===== src/inc/float_wait_pkg.sv =====
package float_wait_pkg;
  localparam int NUM_CS = 4;
  localparam int CYCLE_W = 4;
  localparam logic [3:0] FLOAT_MAX = 4'hF;
  localparam logic [3:0] FLOAT_RESET = 4'h0;
  localparam logic READ_MODE_STROBE = 1'b1;
  localparam logic READ_MODE_SELECT = 1'b0;
  typedef enum logic [1:0] {ACC_NONE, ACC_READ, ACC_WRITE} acc_kind_t;
endpackage


===== src/core/float_counter.sv =====
`timescale 1ns/1ps
// per-chip-select float period down counter
module float_counter
  import float_wait_pkg::*;
#(
  parameter int W = CYCLE_W
) (
  input wire logic clk,
  input wire logic rst_n,
  input wire logic start,
  input wire logic [W-1:0] load,
  output logic busy
);
  logic [W-1:0] count_reg;
  logic [W-1:0] count_next;

  assign count_next = start ? load : (count_reg != '0 ? count_reg - 1'b1 : count_reg);
  assign busy = (count_reg != '0);

  always_ff @(posedge clk or negedge rst_n) begin
    if (!rst_n) begin
      count_reg <= '0;
    end else begin
      count_reg <= count_next;
    end
  end
endmodule


===== src/core/data_float_wait.sv =====
`timescale 1ns/1ps
// How it works
// - each chip select keeps a float cycle count between 0 and 15
// - after a read, wait the float count before reading another external device
// - after a read, wait the float count before any external write
// - internal accesses never wait on a pending float period
// - strobe mode: float period starts at read strobe rising edge
// - select mode: bus busy for the count after chip select rises, if it rises no later than the read strobe
// - per chip select, read mode and optimisation select choose float handling
module data_float_wait
  import float_wait_pkg::*;
#(
  parameter int N = NUM_CS
) (
  input wire logic clk,
  input wire logic rst_n,
  input wire logic [N*CYCLE_W-1:0] float_cycle_count,
  input wire logic [N-1:0] read_mode_sel,
  input wire logic [N-1:0] float_optimisation_select,
  input wire logic req_valid,
  input wire logic req_external,
  input wire logic req_write,
  input wire logic [$clog2(N)-1:0] req_cs,
  output logic req_ready,
  input wire logic read_strobe_n,
  input wire logic [N-1:0] chip_select_n,
  output logic data_drive_allowed
);
  logic [N-1:0] busy;
  logic [N-1:0] start;
  logic read_strobe_n_meta_reg;
  logic read_strobe_n_sync_reg;
  logic read_strobe_n_prev_reg;
  logic [N-1:0] cs_n_meta_reg;
  logic [N-1:0] cs_n_sync_reg;
  logic [N-1:0] cs_n_prev_reg;
  logic [N-1:0] read_cs_reg;
  logic [N-1:0] read_cs_next;
  logic strobe_rise;
  logic [N-1:0] cs_rise;
  logic [N-1:0] block_vec;
  logic any_busy;
  logic conflict;
  logic read_active;
  logic [N-1:0] read_seen;
  logic [N-1:0] read_ends;
  logic [N-1:0] read_kept;
  logic ext_request;
  logic req_is_read;
  logic [N-1:0] req_onehot;
  logic [N-1:0] other_busy;
  logic [N-1:0] same_busy;
  logic other_read_blocked;
  logic same_unoptimised;
  logic optimised_same_only;
  logic [N-1:0] load_nonzero;

  // two-stage synchroniser for the read strobe pin
  always_ff @(posedge clk or negedge rst_n) begin
    if (!rst_n) begin
      read_strobe_n_meta_reg <= 1'b1;
      read_strobe_n_sync_reg <= 1'b1;
    end else begin
      read_strobe_n_meta_reg <= read_strobe_n;
      read_strobe_n_sync_reg <= read_strobe_n_meta_reg;
    end
  end

  // two-stage synchroniser for the chip select pins
  always_ff @(posedge clk or negedge rst_n) begin
    if (!rst_n) begin
      cs_n_meta_reg <= '1;
      cs_n_sync_reg <= '1;
    end else begin
      cs_n_meta_reg <= chip_select_n;
      cs_n_sync_reg <= cs_n_meta_reg;
    end
  end

  // previous levels for edge detection; idle high so reset gives no false edge
  always_ff @(posedge clk or negedge rst_n) begin
    if (!rst_n) begin
      read_strobe_n_prev_reg <= 1'b1;
      cs_n_prev_reg <= '1;
    end else begin
      read_strobe_n_prev_reg <= read_strobe_n_sync_reg;
      cs_n_prev_reg <= cs_n_sync_reg;
    end
  end

  assign strobe_rise = read_strobe_n_sync_reg & ~read_strobe_n_prev_reg;
  assign cs_rise = cs_n_sync_reg & ~cs_n_prev_reg;

  // remember which selects took part in a read (strobe low while selected)
  assign read_active = ~read_strobe_n_sync_reg;
  assign read_seen = read_cs_reg | ~cs_n_sync_reg;
  assign read_ends = cs_rise | {N{strobe_rise}};
  assign read_kept = read_cs_reg & ~read_ends;
  assign read_cs_next = read_active ? read_seen : read_kept;

  always_ff @(posedge clk or negedge rst_n) begin
    if (!rst_n) begin
      read_cs_reg <= '0;
    end else begin
      read_cs_reg <= read_cs_next;
    end
  end

  genvar g;
  generate
    for (g = 0; g < N; g++) begin : g_cs
      logic [CYCLE_W-1:0] armed_reg;
      logic [CYCLE_W-1:0] armed_next;
      logic [CYCLE_W:0] span_reg;
      logic [CYCLE_W:0] span_next;
      logic [CYCLE_W:0] span_step;

      // mode chooses the edge that opens the float period
      assign start[g] = read_cs_reg[g] &
        (read_mode_sel[g] == READ_MODE_STROBE ? strobe_rise : cs_rise[g]);
      float_counter #(.W(CYCLE_W)) u_cnt (
        .clk(clk),
        .rst_n(rst_n),
        .start(start[g]),
        .load(float_cycle_count[g*CYCLE_W +: CYCLE_W]),
        .busy(busy[g])
      );
      // optimised: a read of the same device need not wait
      assign block_vec[g] = busy[g] &
        (req_write | (g != int'(req_cs)) | ~float_optimisation_select[g]);

      // check-only tracker: length of the running float period
      assign load_nonzero[g] = |float_cycle_count[g*CYCLE_W +: CYCLE_W];
      assign armed_next = start[g] ? float_cycle_count[g*CYCLE_W +: CYCLE_W] : armed_reg;
      assign span_step = busy[g] ? span_reg + (CYCLE_W+1)'(1) : span_reg;
      assign span_next = start[g] ? '0 : span_step;

      always_ff @(posedge clk or negedge rst_n) begin
        if (!rst_n) begin
          armed_reg <= FLOAT_RESET;
          span_reg <= '0;
        end else begin
          armed_reg <= armed_next;
          span_reg <= span_next;
        end
      end

    end
  endgenerate

  assign any_busy = |busy;
  assign ext_request = req_valid & req_external;
  assign req_is_read = ~req_write;
  assign req_onehot = N'(1) << req_cs;
  assign other_busy = busy & ~req_onehot;
  assign same_busy = busy & req_onehot;
  assign other_read_blocked = |other_busy;
  assign same_unoptimised = |(same_busy & ~float_optimisation_select);
  assign optimised_same_only = ~other_read_blocked & (|(same_busy & float_optimisation_select));
  assign conflict = ext_request & (|block_vec);
  assign req_ready = ~conflict;
  assign data_drive_allowed = ~any_busy;
endmodule


===== config.mk =====
export PLATFORM = sky130hd
export DESIGN_NAME = data_float_wait
export DESIGN_NICKNAME = d
export VERILOG_FILES = /design/src/inc/float_wait_pkg.sv /design/src/core/float_counter.sv /design/src/core/data_float_wait.sv
export SDC_FILE = /design/constraint.sdc
export NUM_CORES = 1
export LEC_CHECK = 0
export BUFFER_PORTS_ARGS = -buffer_cell sky130_fd_sc_hd__buf_2
export CAP_MARGIN = 0
export CORE_ASPECT_RATIO = 0.5
export CORE_MARGIN = 3
export CORE_UTILIZATION = 41
export CTS_CLUSTER_DIAMETER = 30
export DETAILED_ROUTE_END_ITERATION = 10
export GPL_ROUTABILITY_DRIVEN = 1
export GPL_TIMING_DRIVEN = 0
export HOLD_SLACK_MARGIN = 0.08
export PLACE_DENSITY = 0.75
export SLEW_MARGIN = 30
export SYNTH_ARGS = -nofsm -noshare
export SYNTH_HDL_FRONTEND = slang
export SYNTH_SLANG_ARGS = --single-unit

===== constraint.sdc =====
create_clock -name clk -period 1.57 [get_ports clk]
set_input_delay 0.157 -clock clk [delete_from_list [all_inputs] [get_ports clk]]
set_output_delay 0.157 -clock clk [all_outputs]
set_load 0.01 [all_outputs]

## Word level (Yosys, flattened, before mapping)

Cells that the tools add are included.

- Register bits after elaboration: 35
- Word-level logic and storage cells: 75

- Add/subtract/negate cells: 4
- Equal/unequal tests: 3
- Multiplexer cells: 13
- Bitwise operators: 33
- Reductions and logical operators: 11

Operators with widths:

| operator | count |
|---|---|
| 4-bit two-way mux | 9 |
| 4-bit nonzero test | 4 |
| 4-bit by 1-bit subtractor with 4-bit output (second input constant) | 4 |
| 4-bit inverter | 3 |
| 1-bit bitwise AND | 11 |
| 2-bit nonzero test | 5 |
| 4-bit bitwise AND | 2 |
| 1-bit OR | 8 |
| 4-bit OR | 2 |
| 4-bit OR reduction | 2 |
| 1-bit inverter | 7 |
| 1-bit two-way mux | 4 |
| 2-bit inequality test (first input constant) | 2 |
| 1-bit by 2-bit inequality test with 1-bit output (first input constant) | 1 |

## Logic depth before layout (Yosys ltp)

Gate-level depths: netlist of run 1.

- Depth in word-level cells: 7
- Gate-level depth with buffers: 6

## Modules after synthesis

A second synthesis of run 1 with hierarchy kept.

- Cell total of the unflattened synthesis: 155
- Area total of the unflattened synthesis: 1749.2 µm²

By module, submodules not included:

| module | times used | cells each | area an instance (µm²) | sequential area each (µm²) |
|---|---|---|---|---|
| float_counter | 4 | 23 | 246.5 | 100.1 |
| data_float_wait | 1 | 63 | 763.2 | 494.2 |

## Worst setup path after synthesis of run 1

Ideal clock, no wire load.

- Kind: reg2out
- Start: reg g_cs[2].u_cnt.count_reg[0]
- End: out req_ready
- Arrival: 1569 ps
- Slack: -156 ps
- Cell stages (with the launch flop): 7
- Path buffers: 0
- Cells stage by stage: dfrtp_1 inv_1 ha_1 nor3b_4 and4_1 a21oi_1 o311ai_1

- Cells in the longest elaborated chain, start to end: 5

Ends and longest elaborated chain:

| item | line | RTL |
|---|---|---|
| from (decl) | float_counter.sv:14 | `logic [W-1:0] count_reg;` |
| from (signal assigned) | float_counter.sv:24 | `count_reg <= count_next;` |
| 4-bit nonzero test | float_counter.sv:18 | `assign busy = (count_reg != '0);` |
| 1-bit bitwise AND | data_float_wait.sv:129 | `assign block_vec[g] = busy[g] &` |
| 4-bit OR reduction | data_float_wait.sv:160 | `assign conflict = ext_request & (\|block_vec);` |
| 1-bit bitwise AND | data_float_wait.sv:160 |  |
| 1-bit inverter | data_float_wait.sv:161 | `assign req_ready = ~conflict;` |
| to (decl) | data_float_wait.sv:24 | `output logic req_ready,` |

Every way passes these cells.

## Worst setup path after layout of run 1

- Start: reg g_cs[2].u_cnt.count_reg[1]
- End: out req_ready

Same word-level chain as after synthesis.

==> results.yml, run 1 <==
status:
  outcome: "finished, violations left"
  violations: "setup timing"
setup_path:
  startpoint: "g_cs[2].u_cnt.count_reg[1]$_DFFE_PN0P_"
  rr_worst_depth: 4
  crit_chain: "inv_2 -> ha_4 -> nor3b_4 -> and4_1 -> a21oi_1 -> o311ai_2 -> buf_2"
  critPathMaxStageDelay_ps: 400
  reg2reg_slack_ps: 30
  criticalPathCategory: "reg -> out"
  arrival_ps: 1790
  worstReg2RegStart: "read_strobe_n_prev_reg$_DFF_PN1_"
  reg2reg_to: "g_cs[3].u_cnt.count_reg[2]$_DFFE_PN0P_"
  crit_family: "simple AND/OR/NAND/NOR gates"
  crit_slowest_cell: "dfrtp_1"
  cp_max_fo: 5
  worst-path-buf-inv: 2
  crit_path_start_kind: "flip-flop"
  cp_num_cells: 7
  crit_required_ps: 1410
  end_kind: "primary output"
  crit_end: "req_ready"
finish:
  diodes: 0
  final_cell_area_sq_mm: 0.00228
  area_growth_pct: 37.1
  largest_reg_flops: 16
  fillerInstances: 279
  layout.nets: 245
  multi_input_area_sq_um: 812
  drive_gt1_share_pct: 53.9
  finalNonFillerCells: 255
  seq_area_sq_um: 895
timing:
  rsz0062_at_grt: "yes"
  setup_viol: 2
  clock_skew_ps: 10.9
  slew-limit-headroom_pct: 49.2
  worstMarginPinSlew_ps: 762
  finalCritPeriodShare_pct: 124
  finalHoldViolations: 0
  final.setup.worst_slack_ps: -380
  period_needed_ps: 1950
  fmax_ghz: 0.513
  drv_slew: 0
pwr:
  vdd_drop_max_mv: 0.682
  seqPwrFrac_pct: 37.0
  p_leak_nw: 1.09
  pwr-share-clk_pct: 18.6
  p_switching_mw: 1.19
  swShare_pct: 31.3
  power_density_mw_per_mm2: 1670
  intPower_mw: 2.61
  p_comb_share_pct: 44.5
placement:
  post_dp_cell_area_sq_mm: 0.00192
  portBuffers: 37
  place_ws_ps: -215
  hpwl_mm: 2.28
  place.gp.congestion: 0.712
  place_inst: 227
clock_tree:
  clkTransAtPathRegs_ps: 70
  clkSinkCount: 35
  cts_buffers: 5
  worstSkewPairLatency_ps: 290
  tritoncts: "built"
  cts-root-buf: "clkbuf_8"
  clk_path_buf_depth: 2
  htreeDepth: 2
logic_synthesis:
  synth_top_area_share_pct: 30.1
  syn_nets: 181
  synth_area_per_cell_sq_um: 12.0
  synth_cell_type_count: 25
  ys_ff_latch: 35
  yosysMostFrequentCell: "dfrtp_1"
  synth_edf_count: 0
  synth_area_sq_mm: 0.00166
  seq_area_frac_synth_pct: 53.8
  yosysTopAreaCell: "dfrtp_1"
  synthArstFlopShare_pct: 100
  synth_cells: 139
  yosysWarningCount: 0
  synth_commonest_cells: "dfrtp_1 (20), mux2_2 (16), dfstp_2 (15)"
  ys.flop_type: "dfrtp_1"
  synth_area_leaders: "dfrtp_1 (30%), dfstp_2 (24%), mux2_2 (11%), ha_1 (4.5%), a21o_1 (3.6%)"
grt:
  gr-total-overflow: 0
  grt_pass1_vias: 1279
  antenna_found_initial: 0
  track_usage_pct: 14.4
  grt_start_max_net_pins: 36
  grt_pass1_wl_mm: 5.32
flow_run:
  drv_cap: 0
routing:
  drt-initial-drc-count: 26
  vias_per_cell: 4.94
  wire_per_inst_um: 13.4
  drc: 0
  drt_wl_total_mm: 3.42
  drt_pass1_iterations: 4
  vias: 1260
  ant_nets: 0
worst_hold_path:
  hold_path.class: "in -> reg"
die:
  rows: 15
  dieArea_sq_mm: 0.00491
  dieWidth_um: 96.1
  start_util_pct: 45.5
  die_h_um: 51.1
  coreArea_sq_mm: 0.00366
  io_pins: 38
worst register-to-register path: stages, from the launching register on:
cell     delay (ps)
dfstp_2         520
and2b_2         240
a21o_1          190
nand2_2         120
mux2_2          350
logic make-up (layout without fill, tap and decap cells):
group | count (synthesis) | after routing | share of synthesized area [%]
and+or+nand+nor | 37 | 37 | 14.2
DFF | 35 | 35 | 53.8
xor gates and xnor gates | 6 | 6 | 3.16
buffers and inverters | 12 | 77 | 2.71
AOI/OAI and AO/OA | 27 | 27 | 10.8
muxes | 16 | 16 | 10.8
adders and majority gates | 6 | 6 | 4.51
layout by cell type (no fill, tap or decap), types with 2 or more instances in the layout:
master,Yosys,final
buf_2,0,37
dfrtp_1,20,20
dfstp_2,15,15
mux2_2,16,11
buf_4,0,10
o21ai_0,10,8
nand2_1,12,8
a21o_1,8,8
clkbuf_8,0,7
inv_2,0,6
inv_1,12,6
xnor2_1,6,6
dlygate4sd3_1,0,6
mux2_4,0,5
a22oi_1,4,4
nor3b_4,2,4
nor3b_1,4,4
nor3_1,4,4
buf_6,0,4
nor2_1,3,3
nand2_2,0,3
or3_1,4,3
ha_1,6,3
a41oi_1,2,2
nand3_1,2,2
o21ai_1,0,2
ha_4,0,2
how the worst min path moves through the flow:
stage | from | endpoint | cells after the start
after floorplan | rst_n | g_cs[0].u_cnt.count_reg[0]$_DFFE_PN0P_ | 0
after global placement | rst_n | g_cs[3].u_cnt.count_reg[3]$_DFFE_PN0P_ | 1
after detailed placement | chip_select_n[0] | cs_n_meta_reg[0]$_DFF_PN1_ | 1
after CTS | float_cycle_count[11] | g_cs[2].u_cnt.count_reg[3]$_DFFE_PN0P_ | 2
after global routing | float_cycle_count[6] | g_cs[1].u_cnt.count_reg[2]$_DFFE_PN0P_ | 2
final | float_cycle_count[4] | g_cs[1].u_cnt.count_reg[0]$_DFFE_PN0P_ | 2
repair_timing:
action | 4_1_cts | 5_1_grt
hold buffers | 6 | 0
hold endpoints to repair | 25 | 0
buffers inserted | 10 | 5
resized for setup | 9 | 21
endpoints found under the setup margin | 18 | 16
pin swaps | 3 | 5
cell type report:
cell class | count | area share, %
Multi-Input combinational cell | 92 | 35.6
Clock buffer | 8 | 4.39
Sequential cell | 35 | 39.2
Timing Repair Buffer | 57 | 16.0
Inverter | 12 | 1.97
Tap cell | 51 | 2.80
stage by stage:
step | power, mW | hold slack [ps] | setup TNS [ps] | utilization, %
after CTS | 3.56 | 87.1 | -657 | 59.8
after global placement | 2.50 | 256 | -756 | 52.5
final | 3.81 | 92.2 | -621 | 62.3
after detailed placement | 2.60 | 264 | -673 | 52.5
after floorplan | 2.31 | -139 | -15.3 | -
after global routing | 4.11 | 94.8 | -1030 | 62.3
power groups by stage:
stage | Sequential (mW) | Clock (mW) | Combinational [mW]
final | 1.41 | 0.707 | 1.69
after global routing | 1.44 | 0.767 | 1.90
after CTS | 1.39 | 0.725 | 1.45
after detailed placement | 1.40 | 0 | 1.20
after global placement | 1.38 | 0 | 1.11
after floorplan | 1.36 | 0 | 0.953
metal layers:
metal / wire (um) / global-route usage (%) / vias up
met3: 172 / 3.53 / 8
met5: 0 / 0 / -
met1: 1480 / 16.5 / 601
met2: 1700 / 25.0 / 31
li1: - / - / 620
met4: 75 / 7.78 / 0
(Power assumes the default switching activity.)
==> run 2, diff against run 1 <==
==> constraint.sdc (replaced) <==
create_clock -name clk -period 1.57 [get_ports clk]
set_input_delay 0 -clock clk [delete_from_list [all_inputs] [get_ports clk]]
set_output_delay 0 -clock clk [all_outputs]
set_load 0.01 [all_outputs]
==> results.yml, run 2 (synthesized netlist as in run 1, its figures left out) <==
die:
  io_pins: 38
  coreArea_sq_mm: 0.00366
  dieWidth_um: 96.1
  start_util_pct: 45.5
  dieArea_sq_mm: 0.00491
  die_h_um: 51.1
  rows: 15
finish:
  diodes: 0
  final_cell_area_sq_mm: 0.00249
  final_common_cell: "buf_2"
  final_cell_mix: "buf_2 (36), dlygate4sd3_1 (22), dfrtp_1 (20)"
  drive_gt1_share_pct: 51.8
  layout.nets: 263
  area_growth_pct: 49.6
  largest_reg_flops: 16
grt:
  grt_pass1_vias: 1380
  gr-total-overflow: 0
  grt_pass1_wl_mm: 6.05
  met3_usage_pct: 4.41
  busiest_layer: "met2"
  antenna_found_initial: 0
  grt_start_max_net_pins: 36
  grt.met1_usage_pct: 19.4
  grt_use_met2_pct: 28.9
  track_usage_pct: 16.7
setup_path:
  end_kind: "primary output"
  crit_path_start_kind: "flip-flop"
  crit_end: "req_ready"
  reg2reg_slack_ps: 20
  criticalPathCategory: "reg -> out"
  crit_required_ps: 1570
  crit_family: "compound AO/OA/AOI/OAI gates"
  crit_slowest_cell: "dfrtp_1"
  reg2reg_to: "g_cs[1].u_cnt.count_reg[1]$_DFFE_PN0P_"
  arrival_ps: 1890
  startpoint: "g_cs[2].u_cnt.count_reg[0]$_DFFE_PN0P_"
  rr_worst_depth: 4
  worstReg2RegStart: "read_strobe_n_prev_reg$_DFF_PN1_"
  cp_num_cells: 8
  cp_max_fo: 3
  crit_chain: "inv_2 -> ha_4 -> nor3b_4 -> buf_4 -> a31o_1 -> a21oi_2 -> o311ai_2 -> buf_2"
  critPathMaxStageDelay_ps: 400
  worst-path-buf-inv: 3
pwr:
  total_power_mw: 3.97
  p_leak_nw: 1.17
  vdd_drop_max_mv: 0.558
  seqPwrFrac_pct: 35.8
  p_switching_mw: 1.28
  intPower_mw: 2.69
  power_density_mw_per_mm2: 1600
  p_comb_share_pct: 44.1
  swShare_pct: 32.3
  pwr-share-clk_pct: 20.1
placement:
  place.gp.congestion: 0.738
  place_ws_ps: -201
  post_dp_cell_area_sq_mm: 0.00191
  portBuffers: 37
  hpwl_mm: 2.43
routing:
  drt-initial-drc-count: 28
  drt_pass1_iterations: 4
  wire_per_inst_um: 14.7
  vias: 1354
  drt_wl_total_mm: 4.01
  ant_nets: 0
  vias_per_cell: 4.96
  drc: 0
worst_hold_path:
  hold_path.class: "in -> reg"
  whs_path_depth: 4
timing:
  setup_viol: 2
  clock_skew_ps: 3.97
  finalCritPeriodShare_pct: 120
  worstMarginPinSlew_ps: 752
  final.setup.worst_slack_ps: -318
  finalHoldViolations: 0
  drv_slew: 0
  slew-limit-headroom_pct: 49.9
  period_needed_ps: 1890
  fmax_ghz: 0.530
  rsz0062_at_grt: "yes"
clock_tree:
  tritoncts: "built"
  cts_buffers: 5
  htreeDepth: 2
  worstSkewPairLatency_ps: 290
  clk_path_buf_depth: 2
  clkTransAtPathRegs_ps: 80
  clkSinkCount: 35
  cts-root-buf: "clkbuf_8"
status:
  violations: "setup timing"
  outcome: "finished, violations left"
flow_run:
  drv_cap: 0
-- run 2: metal layers --
layer | part of all wire [%] | wire (um)
met5 | 0 | 0
met4 | 1.6 | 63
met1 | 40 | 1620
met3 | 4.3 | 173
met2 | 54 | 2150
-- run 2: power groups by stage --
stage | logic (mW) | clock network [mW] | registers, mW
floorplan | 0.944 | 0 | 1.36
global placement | 1.09 | 0 | 1.39
detailed placement | 1.17 | 0 | 1.40
CTS | 1.43 | 0.816 | 1.40
global route | 1.94 | 0.866 | 1.45
finish | 1.75 | 0.800 | 1.42
-- run 2: worst min-delay path by stage --
stage | from | end
global route | read_mode_sel[3] | g_cs[3].u_cnt.count_reg[0]$_DFFE_PN0P_
CTS | read_mode_sel[3] | g_cs[3].u_cnt.count_reg[2]$_DFFE_PN0P_
finish | read_mode_sel[3] | g_cs[3].u_cnt.count_reg[0]$_DFFE_PN0P_
detailed placement | chip_select_n[2] | cs_n_meta_reg[2]$_DFF_PN1_
floorplan | rst_n | g_cs[0].u_cnt.count_reg[0]$_DFFE_PN0P_
global placement | rst_n | g_cs[3].u_cnt.count_reg[0]$_DFFE_PN0P_
-- run 2: per-stage QoR --
stage	hold WS (ps)	util [%]	instances	TNS [ps]
floorplan	-296	-	139	0
detailed placement	106	52.3	227	-636
global route	250	68.0	273	-711
finish	239	68.0	273	-438
CTS	269	64.4	266	-398
global placement	105	52.3	227	-755
-- run 2: area by class of cell --
class,count,area (sq um)
clock buffer,7,108
clock inverter,1,8.76
fill,263,1170
inverter,12,45.0
multi-input combinational,92,835
sequential,35,895
tap,51,63.8
timing repair buffer,75,536
-- run 2: repair_timing --
item | CTS | global route
pin swaps | 3 | 8
hold buffers | 22 | 0
gates cloned | 0 | 0
endpoints found under the hold margin | 41 | 0
resized for setup | 10 | 24
buffers inserted | 9 | 9
endpoints found under the setup margin | 18 | 16
-- run 2: worst reg2reg max path, delay by kind of cell, from the launching register on --
kind	cells	cell delay (ps)
flip-flops	1	530
AND/OR/NAND/NOR	2	360
multiplexers	1	340
AO/OA/AOI/OAI	1	190
==> run 3, diff against run 2 <==
--- a/config.mk
+++ b/config.mk
@@ -15,7 +15,7 @@
 export GPL_ROUTABILITY_DRIVEN = 1
 export GPL_TIMING_DRIVEN = 0
 export HOLD_SLACK_MARGIN = 0.08
-export PLACE_DENSITY = 0.75
+export PLACE_DENSITY = 0.72
 export SLEW_MARGIN = 30
 export SYNTH_ARGS = -nofsm -noshare
 export SYNTH_HDL_FRONTEND = slang
==> constraint.sdc (replaced) <==
create_clock -name clk -period 2.1 [get_ports clk]
set_input_delay 0 -clock clk [delete_from_list [all_inputs] [get_ports clk]]
set_output_delay 0 -clock clk [all_outputs]
set_load 0.01 [all_outputs]
==> results.yml, run 3 (synthesized netlist as in run 1, its figures left out) <==
status:
  outcome: "finished, final reports clean"
finish:
  final_common_cell: "buf_2"
  diodes: 0
  area_growth_pct: 35.3
  layout.nets: 249
  final_cell_area_sq_mm: 0.00225
  finalNonFillerCells: 259
  final_cell_mix: "buf_2 (37), dlygate4sd3_1 (22), dfrtp_1 (20)"
  largest_reg_flops: 16
  fillerInstances: 302
  utilization_pct: 61.5
  drive_gt1_share_pct: 39.4
routing:
  ant_nets: 0
  drt-met1-wl_mm: 1.42
  route.met2.wl_mm: 1.57
  vias_per_cell: 4.76
  drt-initial-drc-count: 27
  drc: 0
  vias: 1232
  drt_wl_total_mm: 3.17
  wire_per_inst_um: 12.2
  met3_length_um: 118
  top_layer: "met4"
  drt_pass1_iterations: 4
grt:
  gr-total-overflow: 0
  grt_pass1_vias: 1252
  grt_pass1_wl_mm: 5.46
  antenna_found_initial: 0
  grt_start_max_net_pins: 36
  track_usage_pct: 14.7
timing:
  finalCritPeriodShare_pct: 95.0
  drv_slew: 0
  worstMarginPinSlew_ps: 748
  period_needed_ps: 1990
  clock_skew_ps: 6.62
  final.setup.worst_slack_ps: 105
  fmax_ghz: 0.501
  rsz0062_at_grt: "no"
  slew-limit-headroom_pct: 50.2
  fin_hold_ws_ps: 282
  finalSetupTns_ps: 0
  setup_viol: 0
  finalHoldViolations: 0
clock_tree:
  cts_buffers: 5
  clk_path_buf_depth: 2
  cts-resized-gates: 0
  cts-root-buf: "clkbuf_8"
  tritoncts: "built"
  clkTransAtPathRegs_ps: 60
  clkSinkCount: 35
  worstSkewPairLatency_ps: 280
  htreeDepth: 2
setup_path:
  criticalPathCategory: "reg -> out"
  crit_path_start_kind: "flip-flop"
  critPathMaxStageDelay_ps: 400
  crit_family: "simple AND/OR/NAND/NOR gates"
  crit_required_ps: 2100
  worst-path-buf-inv: 2
  crit_chain: "inv_1 -> ha_1 -> nor3b_4 -> and4_1 -> a21oi_1 -> o311ai_1 -> buf_2"
  crit_slowest_cell: "dfrtp_1"
  arrival_ps: 1990
  cp_num_cells: 7
  rr_worst_depth: 6
  end_kind: "primary output"
  cp_max_fo: 5
placement:
  place.gp.congestion: 0.729
  post_dp_cell_area_sq_mm: 0.00191
  portBuffers: 37
  place_ws_ps: 350
  hpwl_mm: 2.23
  place_inst: 227
worst_hold_path:
  hold_path.class: "in -> out"
  whs_path_depth: 3
die:
  rows: 15
  coreArea_sq_mm: 0.00366
  io_pins: 38
  die_h_um: 51.1
  dieArea_sq_mm: 0.00491
  dieWidth_um: 96.1
  start_util_pct: 45.5
pwr:
  p_leak_nw: 1.06
  vdd_drop_max_mv: 0.370
  total_power_mw: 2.52
  power_density_mw_per_mm2: 1120
flow_run:
  drv_cap: 0
run 3: cell types whose count changed in the layout (fill, tap and decap cells not counted), sizes merged:
cell	before	now
buf	53	39
run 3: worst reg2reg max path: cells and delay by family (launching register included):
family	cells	cell delay (ps)
flip-flops	1	400
buffers and inverters	2	290
AND/OR/NAND/NOR	1	290
multiplexers	1	260
adder cells (fa/ha/maj)	1	200
AO/OA/AOI/OAI	1	70
run 3: timing repair:
action                                  in CTS  in global routing
endpoints found under the setup margin       0                  1
endpoints found under the hold margin       41                  0
buffers inserted                             0                  2
hold buffers                                22                  0
run 3: worst paths after layout:
kind,from,slack (ps),endpoint
setup reg to reg,g_cs[3].u_cnt.count_reg[0]$_DFFE_PN0P_,470,g_cs[3].u_cnt.count_reg[1]$_DFFE_PN0P_
min in group asynchronous,rst_n,310,g_cs[3].u_cnt.count_reg[0]$_DFFE_PN0P_
setup / recovery,g_cs[2].u_cnt.count_reg[0]$_DFFE_PN0P_,110,req_ready
hold / removal,req_external,280,req_ready
hold reg to reg,read_strobe_n_meta_reg$_DFF_PN1_,360,read_strobe_n_sync_reg$_DFF_PN1_
max in group asynchronous,rst_n,1300,g_cs[2].u_cnt.count_reg[3]$_DFFE_PN0P_
run 3: power by group:
group	switching (mW)	internal [mW]	leakage (nW)
sequential	0.161	0.873	0.399
combinational	0.383	0.554	0.606
clock	0.245	0.307	0.0539
total	0.788	1.73	1.06
run 3: final cells by class:
cell class / count / area (sq um) / share of cell area, %
flip-flops and latches: 35 / 895 / 39.7
multi-input cells: 92 / 724 / 32.2
repair buffers: 61 / 420 / 18.7
clock buffers: 7 / 97.6 / 4.33
well taps: 51 / 63.8 / 2.83
inverters: 12 / 45.0 / 2.00
clock inverters: 1 / 6.26 / 0.278
run 3: layer usage:
metal | track usage [%] | up-vias
met2 | 24.3 | 24
met1 | 17.8 | 576
met4 | 6.37 | 0
li1 | - | 626
met3 | 4.56 | 6
met5 | 0 | -
